$ cat src/rtl/pdc_regs.svh
// register offsets, field positions and reset values of the loop control bank
`ifndef PDC_REGS_SVH
`define PDC_REGS_SVH

// ---------------------------------------------------------------
// offsets
// ---------------------------------------------------------------
`define PDC_OFS_PUMP_PWR   8'h10
`define PDC_OFS_REF_LO     8'h11
`define PDC_OFS_REF_HI     8'h12
`define PDC_OFS_SWALLOW    8'h13
`define PDC_OFS_MAIN_LO    8'h14
`define PDC_OFS_MAIN_HI    8'h15
`define PDC_OFS_RST_BYP    8'h16

// ---------------------------------------------------------------
// reset values
// ---------------------------------------------------------------
`define PDC_RST_PUMP_MODE  2'h3
`define PDC_RST_PWR_MODE   2'h1
`define PDC_RST_REF_LO     8'h01
`define PDC_RST_REF_HI     6'h00
`define PDC_RST_SWALLOW    6'h00
`define PDC_RST_MAIN_LO    8'h03
`define PDC_RST_MAIN_HI    5'h00
`define PDC_RST_CTL        5'h00

// ---------------------------------------------------------------
// field positions
// ---------------------------------------------------------------
`define PDC_PUMP_MSB       3
`define PDC_PUMP_LSB       2
`define PDC_PWR_MSB        1
`define PDC_PWR_LSB        0
`define PDC_BIT_MID_SUPPLY 7
`define PDC_BIT_RST_REF    6
`define PDC_BIT_RST_FB     5
`define PDC_BIT_RST_ALL    4
`define PDC_BIT_BYPASS     3
`define PDC_REF_HI_W       6
`define PDC_SWALLOW_W      6
`define PDC_MAIN_HI_W      5

`endif

$ cat src/rtl/pdc_pkg.sv
// types shared by the loop divider control bank
package pdc_pkg;

  typedef enum logic [1:0] {
    PDC_PUMP_HIZ,
    PDC_PUMP_UP,
    PDC_PUMP_DOWN,
    PDC_PUMP_NORMAL
  } pdc_pump_t;

  typedef enum logic [1:0] {
    PDC_PWR_NORMAL,
    PDC_PWR_ASYNC_PD,
    PDC_PWR_UNUSED,
    PDC_PWR_SYNC_PD
  } pdc_pwr_t;

  typedef enum logic {
    PDC_FB_SWALLOW,
    PDC_FB_MAIN
  } pdc_fb_state_t;

endpackage

$ cat src/rtl/pdc_divider_ctrl.sv
// loop pump, power-down and divider control registers with the dividers
// Function
// pump mode field selects pump drive state
// power-down field; loop runs only at 00
// reference divider 14 bits, low byte 0x01
// reference high six bits, reset 0x00
// swallow counter six bits, reset 0x00
// main counter 13 bits, low byte 0x03
// main counter high five bits, reset 0x00
// control bit 6 holds reference divider reset
// control bit 5 holds swallow, main reset
// control bit 4 holds all counters reset
// control bit 3 makes main divide by one
// software bypasses only with fixed prescaler
// prescaler settings classed dual or fixed
// control bit 7 forces pump mid supply
`timescale 1ns/1ps
`include "pdc_regs.svh"

module pdc_divider_ctrl (
  input  wire logic       ref_clk_i,
  input  wire logic       rst_i,
  input  wire logic       wr_en_i,
  input  wire logic       rd_en_i,
  input  wire logic [7:0] addr_i,
  input  wire logic [7:0] wr_data_i,
  input  wire logic [2:0] prescaler_sel_i,
  input  wire logic       ref_tick_i,
  input  wire logic       fb_tick_i,
  output logic      [7:0] rd_data_o,
  output logic      [1:0] pump_drive_state_o,
  output logic            pump_up_o,
  output logic            pump_down_o,
  output logic            pump_hiz_o,
  output logic            pump_mid_supply_o,
  output logic            loop_active_o,
  output logic            ref_div_pulse_o,
  output logic            fb_div_pulse_o,
  output logic            modulus_hi_o,
  output logic            bypass_fault_o
);

  // ---------------------------------------------------------------
  // register bank
  // ---------------------------------------------------------------
  pdc_pkg::pdc_pump_t          pump_mode_r;
  pdc_pkg::pdc_pwr_t           pwr_mode_r;
  logic [7:0]                  ref_lo_r;
  logic [`PDC_REF_HI_W-1:0]    ref_hi_r;
  logic [`PDC_SWALLOW_W-1:0]   swallow_r;
  logic [7:0]                  main_lo_r;
  logic [`PDC_MAIN_HI_W-1:0]   main_hi_r;
  logic [4:0]                  ctl_r;
  logic [7:0]                  rd_nxt;

  always_ff @(posedge ref_clk_i) begin
    if (rst_i) begin
      pump_mode_r <= pdc_pkg::pdc_pump_t'(`PDC_RST_PUMP_MODE);
      pwr_mode_r  <= pdc_pkg::pdc_pwr_t'(`PDC_RST_PWR_MODE);
      ref_lo_r    <= `PDC_RST_REF_LO;
      ref_hi_r    <= `PDC_RST_REF_HI;
      swallow_r   <= `PDC_RST_SWALLOW;
      main_lo_r   <= `PDC_RST_MAIN_LO;
      main_hi_r   <= `PDC_RST_MAIN_HI;
      ctl_r       <= `PDC_RST_CTL;
    end else if (wr_en_i) begin
      case (addr_i)
        `PDC_OFS_PUMP_PWR: begin
          pump_mode_r <= pdc_pkg::pdc_pump_t'(
                         wr_data_i[`PDC_PUMP_MSB:`PDC_PUMP_LSB]);
          pwr_mode_r  <= pdc_pkg::pdc_pwr_t'(
                         wr_data_i[`PDC_PWR_MSB:`PDC_PWR_LSB]);
        end
        `PDC_OFS_REF_LO:  ref_lo_r  <= wr_data_i;
        `PDC_OFS_REF_HI:  ref_hi_r  <= wr_data_i[`PDC_REF_HI_W-1:0];
        `PDC_OFS_SWALLOW: swallow_r <= wr_data_i[`PDC_SWALLOW_W-1:0];
        `PDC_OFS_MAIN_LO: main_lo_r <= wr_data_i;
        `PDC_OFS_MAIN_HI: main_hi_r <= wr_data_i[`PDC_MAIN_HI_W-1:0];
        `PDC_OFS_RST_BYP: ctl_r <= wr_data_i[`PDC_BIT_MID_SUPPLY:
                                             `PDC_BIT_BYPASS];
        default: ;
      endcase
    end
  end

  // unused bits and unmapped offsets read as zero
  always_comb begin
    rd_nxt = 8'h00;
    case (addr_i)
      `PDC_OFS_PUMP_PWR: rd_nxt = {4'h0, pump_mode_r, pwr_mode_r};
      `PDC_OFS_REF_LO:   rd_nxt = ref_lo_r;
      `PDC_OFS_REF_HI:   rd_nxt = {2'h0, ref_hi_r};
      `PDC_OFS_SWALLOW:  rd_nxt = {2'h0, swallow_r};
      `PDC_OFS_MAIN_LO:  rd_nxt = main_lo_r;
      `PDC_OFS_MAIN_HI:  rd_nxt = {3'h0, main_hi_r};
      `PDC_OFS_RST_BYP:  rd_nxt = {ctl_r, 3'h0};
      default:           rd_nxt = 8'h00;
    endcase
  end

  always_ff @(posedge ref_clk_i) begin
    if (rst_i) begin
      rd_data_o <= 8'h00;
    end else if (rd_en_i) begin
      rd_data_o <= rd_nxt;
    end
  end

  // ---------------------------------------------------------------
  // decoded controls
  // ---------------------------------------------------------------
  localparam int CTL_MID = `PDC_BIT_MID_SUPPLY - `PDC_BIT_BYPASS;
  localparam int CTL_RR  = `PDC_BIT_RST_REF - `PDC_BIT_BYPASS;
  localparam int CTL_RF  = `PDC_BIT_RST_FB - `PDC_BIT_BYPASS;
  localparam int CTL_RA  = `PDC_BIT_RST_ALL - `PDC_BIT_BYPASS;
  localparam int CTL_BY  = 0;

  logic [13:0] ref_div;
  logic [12:0] main_div;
  logic        loop_on;
  logic        ref_hold;
  logic        fb_hold;
  logic        bypass;
  logic        dual_mod;

  assign ref_div  = {ref_hi_r, ref_lo_r};
  assign main_div = {main_hi_r, main_lo_r};
  assign loop_on  = (pwr_mode_r == pdc_pkg::PDC_PWR_NORMAL);
  assign ref_hold = ctl_r[CTL_RR] | ctl_r[CTL_RA] | ~loop_on;
  assign fb_hold  = ctl_r[CTL_RF] | ctl_r[CTL_RA] | ~loop_on;
  assign bypass   = ctl_r[CTL_BY];

  // fixed settings are 000, 001 and 111; the rest are dual modulus
  always_comb begin
    case (prescaler_sel_i)
      3'h0, 3'h1, 3'h7: dual_mod = 1'b0;
      default:          dual_mod = 1'b1;
    endcase
  end

  // ---------------------------------------------------------------
  // pump and power outputs
  // ---------------------------------------------------------------
  always_ff @(posedge ref_clk_i) begin
    if (rst_i) begin
      pump_drive_state_o <= `PDC_RST_PUMP_MODE;
      pump_up_o          <= 1'b0;
      pump_down_o        <= 1'b0;
      pump_hiz_o         <= 1'b0;
    end else begin
      pump_drive_state_o <= pump_mode_r;
      pump_up_o          <= 1'b0;
      pump_down_o        <= 1'b0;
      pump_hiz_o         <= 1'b0;
      case (pump_mode_r)
        pdc_pkg::PDC_PUMP_HIZ:  pump_hiz_o  <= 1'b1;
        pdc_pkg::PDC_PUMP_UP:   pump_up_o   <= 1'b1;
        pdc_pkg::PDC_PUMP_DOWN: pump_down_o <= 1'b1;
        default: ;
      endcase
    end
  end

  always_ff @(posedge ref_clk_i) begin
    if (rst_i) begin
      pump_mid_supply_o <= 1'b0;
      loop_active_o     <= 1'b0;
      bypass_fault_o    <= 1'b0;
    end else begin
      pump_mid_supply_o <= ctl_r[CTL_MID];
      loop_active_o     <= loop_on;
      // flags a bypass that software set against a dual setting
      bypass_fault_o    <= bypass & dual_mod;
    end
  end

  // ---------------------------------------------------------------
  // reference divider
  // ---------------------------------------------------------------
  logic [13:0] ref_cnt_r;
  logic        ref_last;

  // a zero count behaves as divide by one
  assign ref_last = (14'(ref_cnt_r + 14'h0001) >= ref_div);

  always_ff @(posedge ref_clk_i) begin
    if (rst_i || ref_hold) begin
      ref_cnt_r       <= 14'h0000;
      ref_div_pulse_o <= 1'b0;
    end else begin
      ref_div_pulse_o <= 1'b0;
      if (ref_tick_i) begin
        if (ref_last) begin
          ref_cnt_r       <= 14'h0000;
          ref_div_pulse_o <= 1'b1;
        end else begin
          ref_cnt_r <= 14'(ref_cnt_r + 14'h0001);
        end
      end
    end
  end

  // ---------------------------------------------------------------
  // feedback divider: swallow phase then main phase
  // ---------------------------------------------------------------
  pdc_pkg::pdc_fb_state_t      fb_state_r;
  logic [12:0]                 main_cnt_r;
  logic [`PDC_SWALLOW_W-1:0]   sw_cnt_r;
  logic                        main_last;
  logic                        sw_last;
  logic                        use_swallow;

  assign main_last   = (13'(main_cnt_r + 13'h0001) >= main_div);
  assign sw_last     = (6'(sw_cnt_r + 6'h01) >= swallow_r);
  assign use_swallow = dual_mod & ~bypass & (swallow_r != 6'h00);

  always_ff @(posedge ref_clk_i) begin
    if (rst_i || fb_hold) begin
      fb_state_r     <= pdc_pkg::PDC_FB_SWALLOW;
      main_cnt_r     <= 13'h0000;
      sw_cnt_r       <= 6'h00;
      fb_div_pulse_o <= 1'b0;
      modulus_hi_o   <= 1'b0;
    end else begin
      fb_div_pulse_o <= 1'b0;
      modulus_hi_o   <= use_swallow &
                        (fb_state_r == pdc_pkg::PDC_FB_SWALLOW);
      if (fb_tick_i) begin
        if (bypass) begin
          fb_div_pulse_o <= 1'b1;
          main_cnt_r     <= 13'h0000;
          sw_cnt_r       <= 6'h00;
          fb_state_r     <= pdc_pkg::PDC_FB_SWALLOW;
        end else if (main_last) begin
          fb_div_pulse_o <= 1'b1;
          main_cnt_r     <= 13'h0000;
          sw_cnt_r       <= 6'h00;
          fb_state_r     <= pdc_pkg::PDC_FB_SWALLOW;
        end else begin
          main_cnt_r <= 13'(main_cnt_r + 13'h0001);
          case (fb_state_r)
            pdc_pkg::PDC_FB_SWALLOW: begin
              if (!use_swallow || sw_last) begin
                fb_state_r <= pdc_pkg::PDC_FB_MAIN;
              end else begin
                sw_cnt_r <= 6'(sw_cnt_r + 6'h01);
              end
            end
            default: ;
          endcase
        end
      end
    end
  end
endmodule

$ cat config.mk
export PLATFORM = sky130hd
export DESIGN_NAME = pdc_divider_ctrl
export DESIGN_NICKNAME = d
export VERILOG_FILES = /design/src/rtl/pdc_pkg.sv /design/src/rtl/pdc_divider_ctrl.sv
export VERILOG_INCLUDE_DIRS = /design/src /design/src/rtl
export SDC_FILE = /design/constraint.sdc
export NUM_CORES = 1
export LEC_CHECK = 0
export ABC_CLOCK_PERIOD_IN_PS = 3850
export BUFFER_PORTS_ARGS = -buffer_cell sky130_fd_sc_hd__clkbuf_2
export CAP_MARGIN = 15
export CORE_UTILIZATION = 60
export CTS_CLUSTER_SIZE = 28
export DETAILED_ROUTE_END_ITERATION = 10
export PLACE_DENSITY = 0.88
export RECOVER_POWER = 25
export SLEW_MARGIN = 20
export SYNTH_ARGS = -nofsm -noshare
export SYNTH_HDL_FRONTEND = slang
export SYNTH_SLANG_ARGS = --single-unit
$ cat constraint.sdc
create_clock -name ref_clk_i -period 3.85 [get_ports ref_clk_i]
set_clock_uncertainty 0.2 [all_clocks]
set_input_delay 0.1925 -clock ref_clk_i [delete_from_list [all_inputs] [get_ports ref_clk_i]]
set_output_delay 0.1925 -clock ref_clk_i [all_outputs]
set_load 0.05 [all_outputs]
# Word level (Yosys, flattened, before mapping)
# Cells that the tools add are included.
# totals
in_bits	25
word_cells	93
output_inout_bits	19
reg_bits	95
# op_classes
muxes	19
n_eq_ne	13
addsub	3
magnitude_cmp	3
n_bitwise	13
reduce_logical	19
# op_table
cell	n
$eq 8x5->1 const B	7
$pmux 8 s7	1
$mux 13	2
$mux 6	4
$add 14x1->14 const B	1
$ge 14x14->1	1
$mux 14	1
$reduce_and 2->1	7
$add 13x1->13 const B	1
$ge 13x13->1	1
$mux 1	11
$add 6x1->6 const B	1
$ge 6x6->1	1
$reduce_bool 6->1	1
$not 1->1	5
$and 1x1->1	4
$logic_not 2->1	2
$or 1x1->1	4
$reduce_or 2->1	2
$eq 3x1->1 const B	1
$eq 3x3->1 const B	1
$logic_not 3->1	1
$logic_or 1x1->1	3
$ne 3x2->1 const B	1
other kinds (6)	6

# Logic depth before layout (Yosys ltp)
# logic_depth
word_depth	11
ltp_mapped	14

# Worst setup path after synthesis
# Ideal clock, no wire load.
# synth_path
kind	register -> register
start	register main_cnt_r[2]
end	register sw_cnt_r[4]
n_path_buf	2
path_stages_with_launch	15
t_arrival_ns	3.091
required_time_ns	3.576
setup_ns	0.074
path_slack_ns	0.485
period_less_slack_ns	3.365
path_cell_list	dfxtp_1 -> and3_1 -> and3_1 -> clkbuf_1 -> and3_1 -> nand3_1 -> xnor2_1 -> ha_1 -> a21oi_1 -> nand2_1 -> a221o_1 -> a21oi_1 -> clkbuf_1 -> nand4_1 -> a31oi_1
# synth_via
elab_chain_cells	4
# synth_rtl
element	line_no	rtl
start, declared	pdc_divider_ctrl.sv:207	logic [12:0] main_cnt_r;
start signal, assigned	pdc_divider_ctrl.sv:240	main_cnt_r <= 13'(main_cnt_r + 13'h0001);
$add 13x1->13 *	pdc_divider_ctrl.sv:213	assign main_last = (13'(main_cnt_r + 13'h0001) >= main_div);
$ge 13x13->1 *	pdc_divider_ctrl.sv:213	
$ne 3x3->1 (no line), or another cell as far along	n/a	
$reduce_and 3->1 (no line) / $mux 6 (equally long branches)	n/a	
end signal, assigned	pdc_divider_ctrl.sv:246	sw_cnt_r <= 6'(sw_cnt_r + 6'h01);
end, declared	pdc_divider_ctrl.sv:208	logic [`PDC_SWALLOW_W-1:0] sw_cnt_r;
# Every way passes the cells marked *; elsewhere a longest branch is shown, timed or not.
# A chain may end at the register's enable or synchronous reset.

# Worst setup path in the final report
# layout_path
start	register main_cnt_r[2]
end	register main_cnt_r[12]
# layout_via
elab_chain_cells	4
# layout_rtl
element	line_no	rtl
$add 13x1->13 *	pdc_divider_ctrl.sv:213, pdc_divider_ctrl.sv:240	
$ge 13x13->1	pdc_divider_ctrl.sv:213	
$mux 13 *	pdc_divider_ctrl.sv:234	end else if (main_last) begin
$mux 13 *	pdc_divider_ctrl.sv:229	if (bypass) begin
# Marks and branches as above.

==> qor.log <==
INFO  run_status     outcome=finished with violations
INFO  run_status     violations=capacitance limit, slew limit
INFO  final_layout   area_growth=10.57%
INFO  power_and_ir_drop power.total=1.667mW
INFO  critical_path  timing.critical_path.cells=and3_1, and3_1, and3_1, nand3_1, xnor2_1, ha_1, nand4_1, nor2_1, and3_1, a21oi_1, buf_4, a31o_2, a22o_1
INFO  cts            cts-htree-levels=3
INFO  floorplan      start_util=62.21%
INFO  timing         slew_headroom=-47.76%
INFO  power_and_ir_drop p_leak=2.225nW
INFO  global_route   first_global_vias=4395
INFO  power_and_ir_drop intPower=1.250mW
INFO  detailed_routing antenna_violating_nets_remaining=0
INFO  timing         timing_worst_slew_pin_value=2.216ns
INFO  yosys          synth.yosys.seq_area_share=37.02%
INFO  yosys          postSynth.asyncResetShare=0%
INFO  timing         layout_min_cycle_time=3.490ns
INFO  yosys          synth-warning-count=0
INFO  power_and_ir_drop pwr-share-comb=4.8%
INFO  critical_path  cp-end-kind=flip-flop
INFO  global_route   grt_first_pass_wirelength=20.29mm
INFO  yosys          synth_ff_type=sky130_fd_sc_hd__dfxtp_1
INFO  critical_path  worst_setup_path_start_kind=flip-flop
INFO  critical_path  cp.depth=13
INFO  global_route   grt_start_max_net_pins=55
INFO  floorplan      fp.coreArea=0.008258mm2
INFO  critical_path  path_class=flip-flop to flip-flop
INFO  power_and_ir_drop power.density=293.5mW/mm2
INFO  final_layout   layoutNonFillerInstCount=755
INFO  final_layout   fin_util=68.79%
INFO  critical_path  critical_path.max_fanout=14
INFO  timing         max_clock_freq=0.2865GHz
INFO  critical_path  cpLargestDelayFamily=simple AND/OR/NAND/NOR gates
INFO  hold_path      holdPathStages=4
INFO  timing         grt_setup_unrepaired=no
INFO  floorplan      die_height=94.54um
INFO  yosys          synth.distinct_cells=50
INFO  placed_design  io_buffers=43
INFO  yosys          postSynthNetCount=659
INFO  detailed_routing wl_per_cell=16.62um
INFO  floorplan      num_rows=33
INFO  yosys          post_synthesis_cells=598
INFO  floorplan      die-width=94.54um
INFO  critical_path  cp_data_required_time=3.92ns
INFO  final_layout   finalNetCount=706
INFO  critical_path  crit_buf_inv=1
INFO  cts            numCtsBuffers=9
INFO  power_and_ir_drop peakVddDrop=200.0uV
INFO  detailed_routing drt_iter0_markers=278
INFO  placed_design  dpl.hpwl=9.054mm
INFO  placed_design  post_dp_cell_area=0.005430mm2
INFO  placed_design  routabilityCongestion=0.8751
INFO  cts            cts_tree=done
INFO  yosys          synth.cell_area=0.005137mm2
INFO  power_and_ir_drop power.share.switching=25.03%
INFO  cts            worst_skew_late_latency=0.38ns
INFO  hold_path      timing.hold.worst.class=input port to flip-flop
INFO  yosys          synth-edff-count=0
INFO  detailed_routing drc=0
INFO  floorplan      floorplan.die_area=0.008937mm2
INFO  detailed_routing post_drt_via_cell_ratio=6.075
INFO  detailed_routing finalWirelength=12.55mm
INFO  power_and_ir_drop power.share.sequential=59.0%
INFO  timing         setup_viol_count_final=0
INFO  power_and_ir_drop share_of_power_burned_in_the_clock_network=36.2%
INFO  final_layout   drive_gt1_share=8.462%
INFO  global_route   antenna_violations_before_repair=0
INFO  final_layout   finalInstanceArea=0.005680mm2
INFO  critical_path  critical_path_most_common_cell=sky130_fd_sc_hd__and3_1
INFO  global_route   grt_overflow_total=0
INFO  timing         fin_setup_tns=0ns
INFO  critical_path  cp_slowest_stage_delay=0.45ns
INFO  critical_path  timing.critical_path.slowest_stage_cell=sky130_fd_sc_hd__dfxtp_1
INFO  timing         drv_slew=55
INFO  yosys          postSynthAreaPerCell=8.591um2
INFO  placed_design  number_of_placed_instances_with_taps_included=727
INFO  cts            ctsLongestPathBuffers=2
INFO  critical_path  timing.reg2reg.worst_path_depth=13
INFO  cts            clkSinkCount=95
INFO  critical_path  reg2reg_slack=0.36ns
INFO  cts            cts.reportedPaths.clkPinSlew=0.09ns
INFO  critical_path  crit_arrival=3.56ns
INFO  final_layout   antennaDiodeCount=0
INFO  cts            clock-root-buffer=sky130_fd_sc_hd__clkbuf_8
INFO  timing         timing.final.hold_violations=0
INFO  detailed_routing routed-via-count=4587
INFO  timing         final_period_utilization=90.65%
INFO  job            max_cap_violations=1
INFO  power_and_ir_drop net-switching-power=0.4172mW
INFO  yosys          ys_ff_latch=95
INFO  global_route   overall_global_routing_usage=29.52%
INFO  floorplan      pin_count=44
INFO  detailed_routing drt_pre_antenna_iters=6
## path summary, 6_finish.rpt
path                                          from        endpoint
worst min register to register         ref_hi_r[5]     ref_hi_r[5]
worst min-delay path            prescaler_sel_i[1]  bypass_fault_o
worst max register to register       main_cnt_r[2]  main_cnt_r[12]
worst max-delay path                 main_cnt_r[2]  main_cnt_r[12]
## power groups by stage
stage          logic (mW)  registers [mW]  clock network, mW
4_1_cts            0.0794           0.983              0.609
2_1_floorplan      0.0402            1.01                  0
6_report           0.0806           0.983              0.603
5_1_grt            0.0855           0.984              0.658
3_5_place_dp       0.0704            1.01                  0
3_3_place_gp       0.0688            1.01                  0
## layout by cell type (no fill, tap or decap), drive strengths merged, types with 7 or more instances in the layout
cell type,netlist,layout
nand2,46,46
nand2b,21,21
nor3,7,7
a21oi,34,34
a21o,9,9
mux2i,31,31
o21ai,20,20
nor2,50,50
a31oi,14,14
dlygate4sd3,0,11
xor2,8,8
nand3,38,38
a22o,15,15
ha,36,36
dfxtp,95,95
xnor2,12,12
a22oi,11,11
inv,41,42
and3,15,15
nor2b,10,10
a211oi,7,7
clkbuf,19,56
## final cells by class
type | count | area [um2]
clock buffer | 12 | 135.1
sequential | 95 | 1902
fill | 648 | 2577
timing repair buffer | 60 | 341.6
clock inverter | 4 | 31.28
multi-input combinational | 438 | 2985
inverter | 41 | 153.9
tap | 105 | 131.4
## worst reg2reg max path, cell delays in order, from the launching register on
cell                      delay, ns
sky130_fd_sc_hd__dfxtp_1       0.45
sky130_fd_sc_hd__and3_1        0.21
sky130_fd_sc_hd__and3_1        0.28
sky130_fd_sc_hd__and3_1        0.28
sky130_fd_sc_hd__nand3_1       0.16
sky130_fd_sc_hd__xnor2_1       0.17
sky130_fd_sc_hd__ha_1          0.33
sky130_fd_sc_hd__nand4_1       0.13
sky130_fd_sc_hd__nor2_1        0.16
sky130_fd_sc_hd__and3_1        0.26
sky130_fd_sc_hd__a21oi_1       0.09
sky130_fd_sc_hd__buf_4         0.21
sky130_fd_sc_hd__a31o_2        0.24
sky130_fd_sc_hd__a22o_1        0.22
## flip-flops by register name (all words and copies together) (netlist names), 5 cells and up
register and flops:
ctl_r 5, ref_lo_r 8, swallow_r 6, main_cnt_r 13
ref_hi_r 6, sw_cnt_r 6, ref_cnt_r 14, main_hi_r 5
main_lo_r 8, rd_data_o 8
## what timing repair did
| item | CTS | global route |
|---|---|---|
| buffers inserted | 0 | 1 |
| gates resized for setup | 0 | 0 |
| endpoints found under the setup margin | 0 | 1 |
| hold buffers | 11 | 0 |
| hold endpoints to repair | 29 | 0 |
## kinds of logic after synthesis
group / share of synthesized area [%]
xor gates and xnor gates: 3.410
DFF: 37.02
adders and majority gates: 8.768
muxes: 6.478
buffers and inverters: 5.066
and+or+nand+nor: 22.11
AOI/OAI and AO/OA: 17.15
## stage by stage
step           setup slack, ns  hold WS, ns
2_1_floorplan           0.4853       0.1103
3_3_place_gp            0.4719       0.2458
3_5_place_dp            0.2968       0.2570
4_1_cts                 0.2831     0.006534
5_1_grt                 0.1470      0.02188
6_report                0.3601     0.006372
## routing by layer
| metal | global-route usage [%] | wire (um) | vias to the layer above |
|---|---|---|---|
| met3 | 4.911 | 691 | 39 |
| met4 | 13.13 | 474 | 0 |
| met5 | 0 | 0 | - |
| met1 | 34.08 | 5161 | 2153 |
| met2 | 53.26 | 6221 | 170 |
| li1 | - | - | 2225 |
## synthesized netlist by cell type (3+ instances only)
master | n | area, um2
sky130_fd_sc_hd__or2_2 | 4 | 25.02
sky130_fd_sc_hd__nand2_1 | 45 | 168.9
sky130_fd_sc_hd__nor4_1 | 3 | 18.77
sky130_fd_sc_hd__buf_1 | 3 | 11.26
sky130_fd_sc_hd__xnor2_1 | 12 | 105.1
sky130_fd_sc_hd__nand3_1 | 38 | 190.2
sky130_fd_sc_hd__inv_1 | 41 | 153.9
sky130_fd_sc_hd__and3_1 | 15 | 93.84
sky130_fd_sc_hd__a211o_1 | 6 | 52.55
sky130_fd_sc_hd__nor3_1 | 5 | 25.02
sky130_fd_sc_hd__a31oi_1 | 14 | 87.58
sky130_fd_sc_hd__or3_1 | 4 | 25.02
sky130_fd_sc_hd__a22oi_1 | 11 | 82.58
sky130_fd_sc_hd__a21oi_1 | 34 | 170.2
sky130_fd_sc_hd__dfxtp_1 | 95 | 1902
sky130_fd_sc_hd__nor2_1 | 50 | 187.7
sky130_fd_sc_hd__a211oi_1 | 6 | 45.04
sky130_fd_sc_hd__o21ai_0 | 20 | 100.1
sky130_fd_sc_hd__clkbuf_1 | 18 | 67.56
sky130_fd_sc_hd__a22o_1 | 15 | 131.4
sky130_fd_sc_hd__mux2i_1 | 31 | 310.3
sky130_fd_sc_hd__a21o_1 | 9 | 67.56
sky130_fd_sc_hd__and4_1 | 3 | 26.28
sky130_fd_sc_hd__and2_1 | 4 | 25.02
sky130_fd_sc_hd__nand4_1 | 6 | 37.54
sky130_fd_sc_hd__o22ai_1 | 3 | 18.77
sky130_fd_sc_hd__ha_1 | 36 | 450.4
sky130_fd_sc_hd__nor2b_1 | 10 | 62.56
sky130_fd_sc_hd__nand2b_1 | 21 | 131.4
sky130_fd_sc_hd__xor2_1 | 8 | 70.07
(Power assumes the default switching activity.)
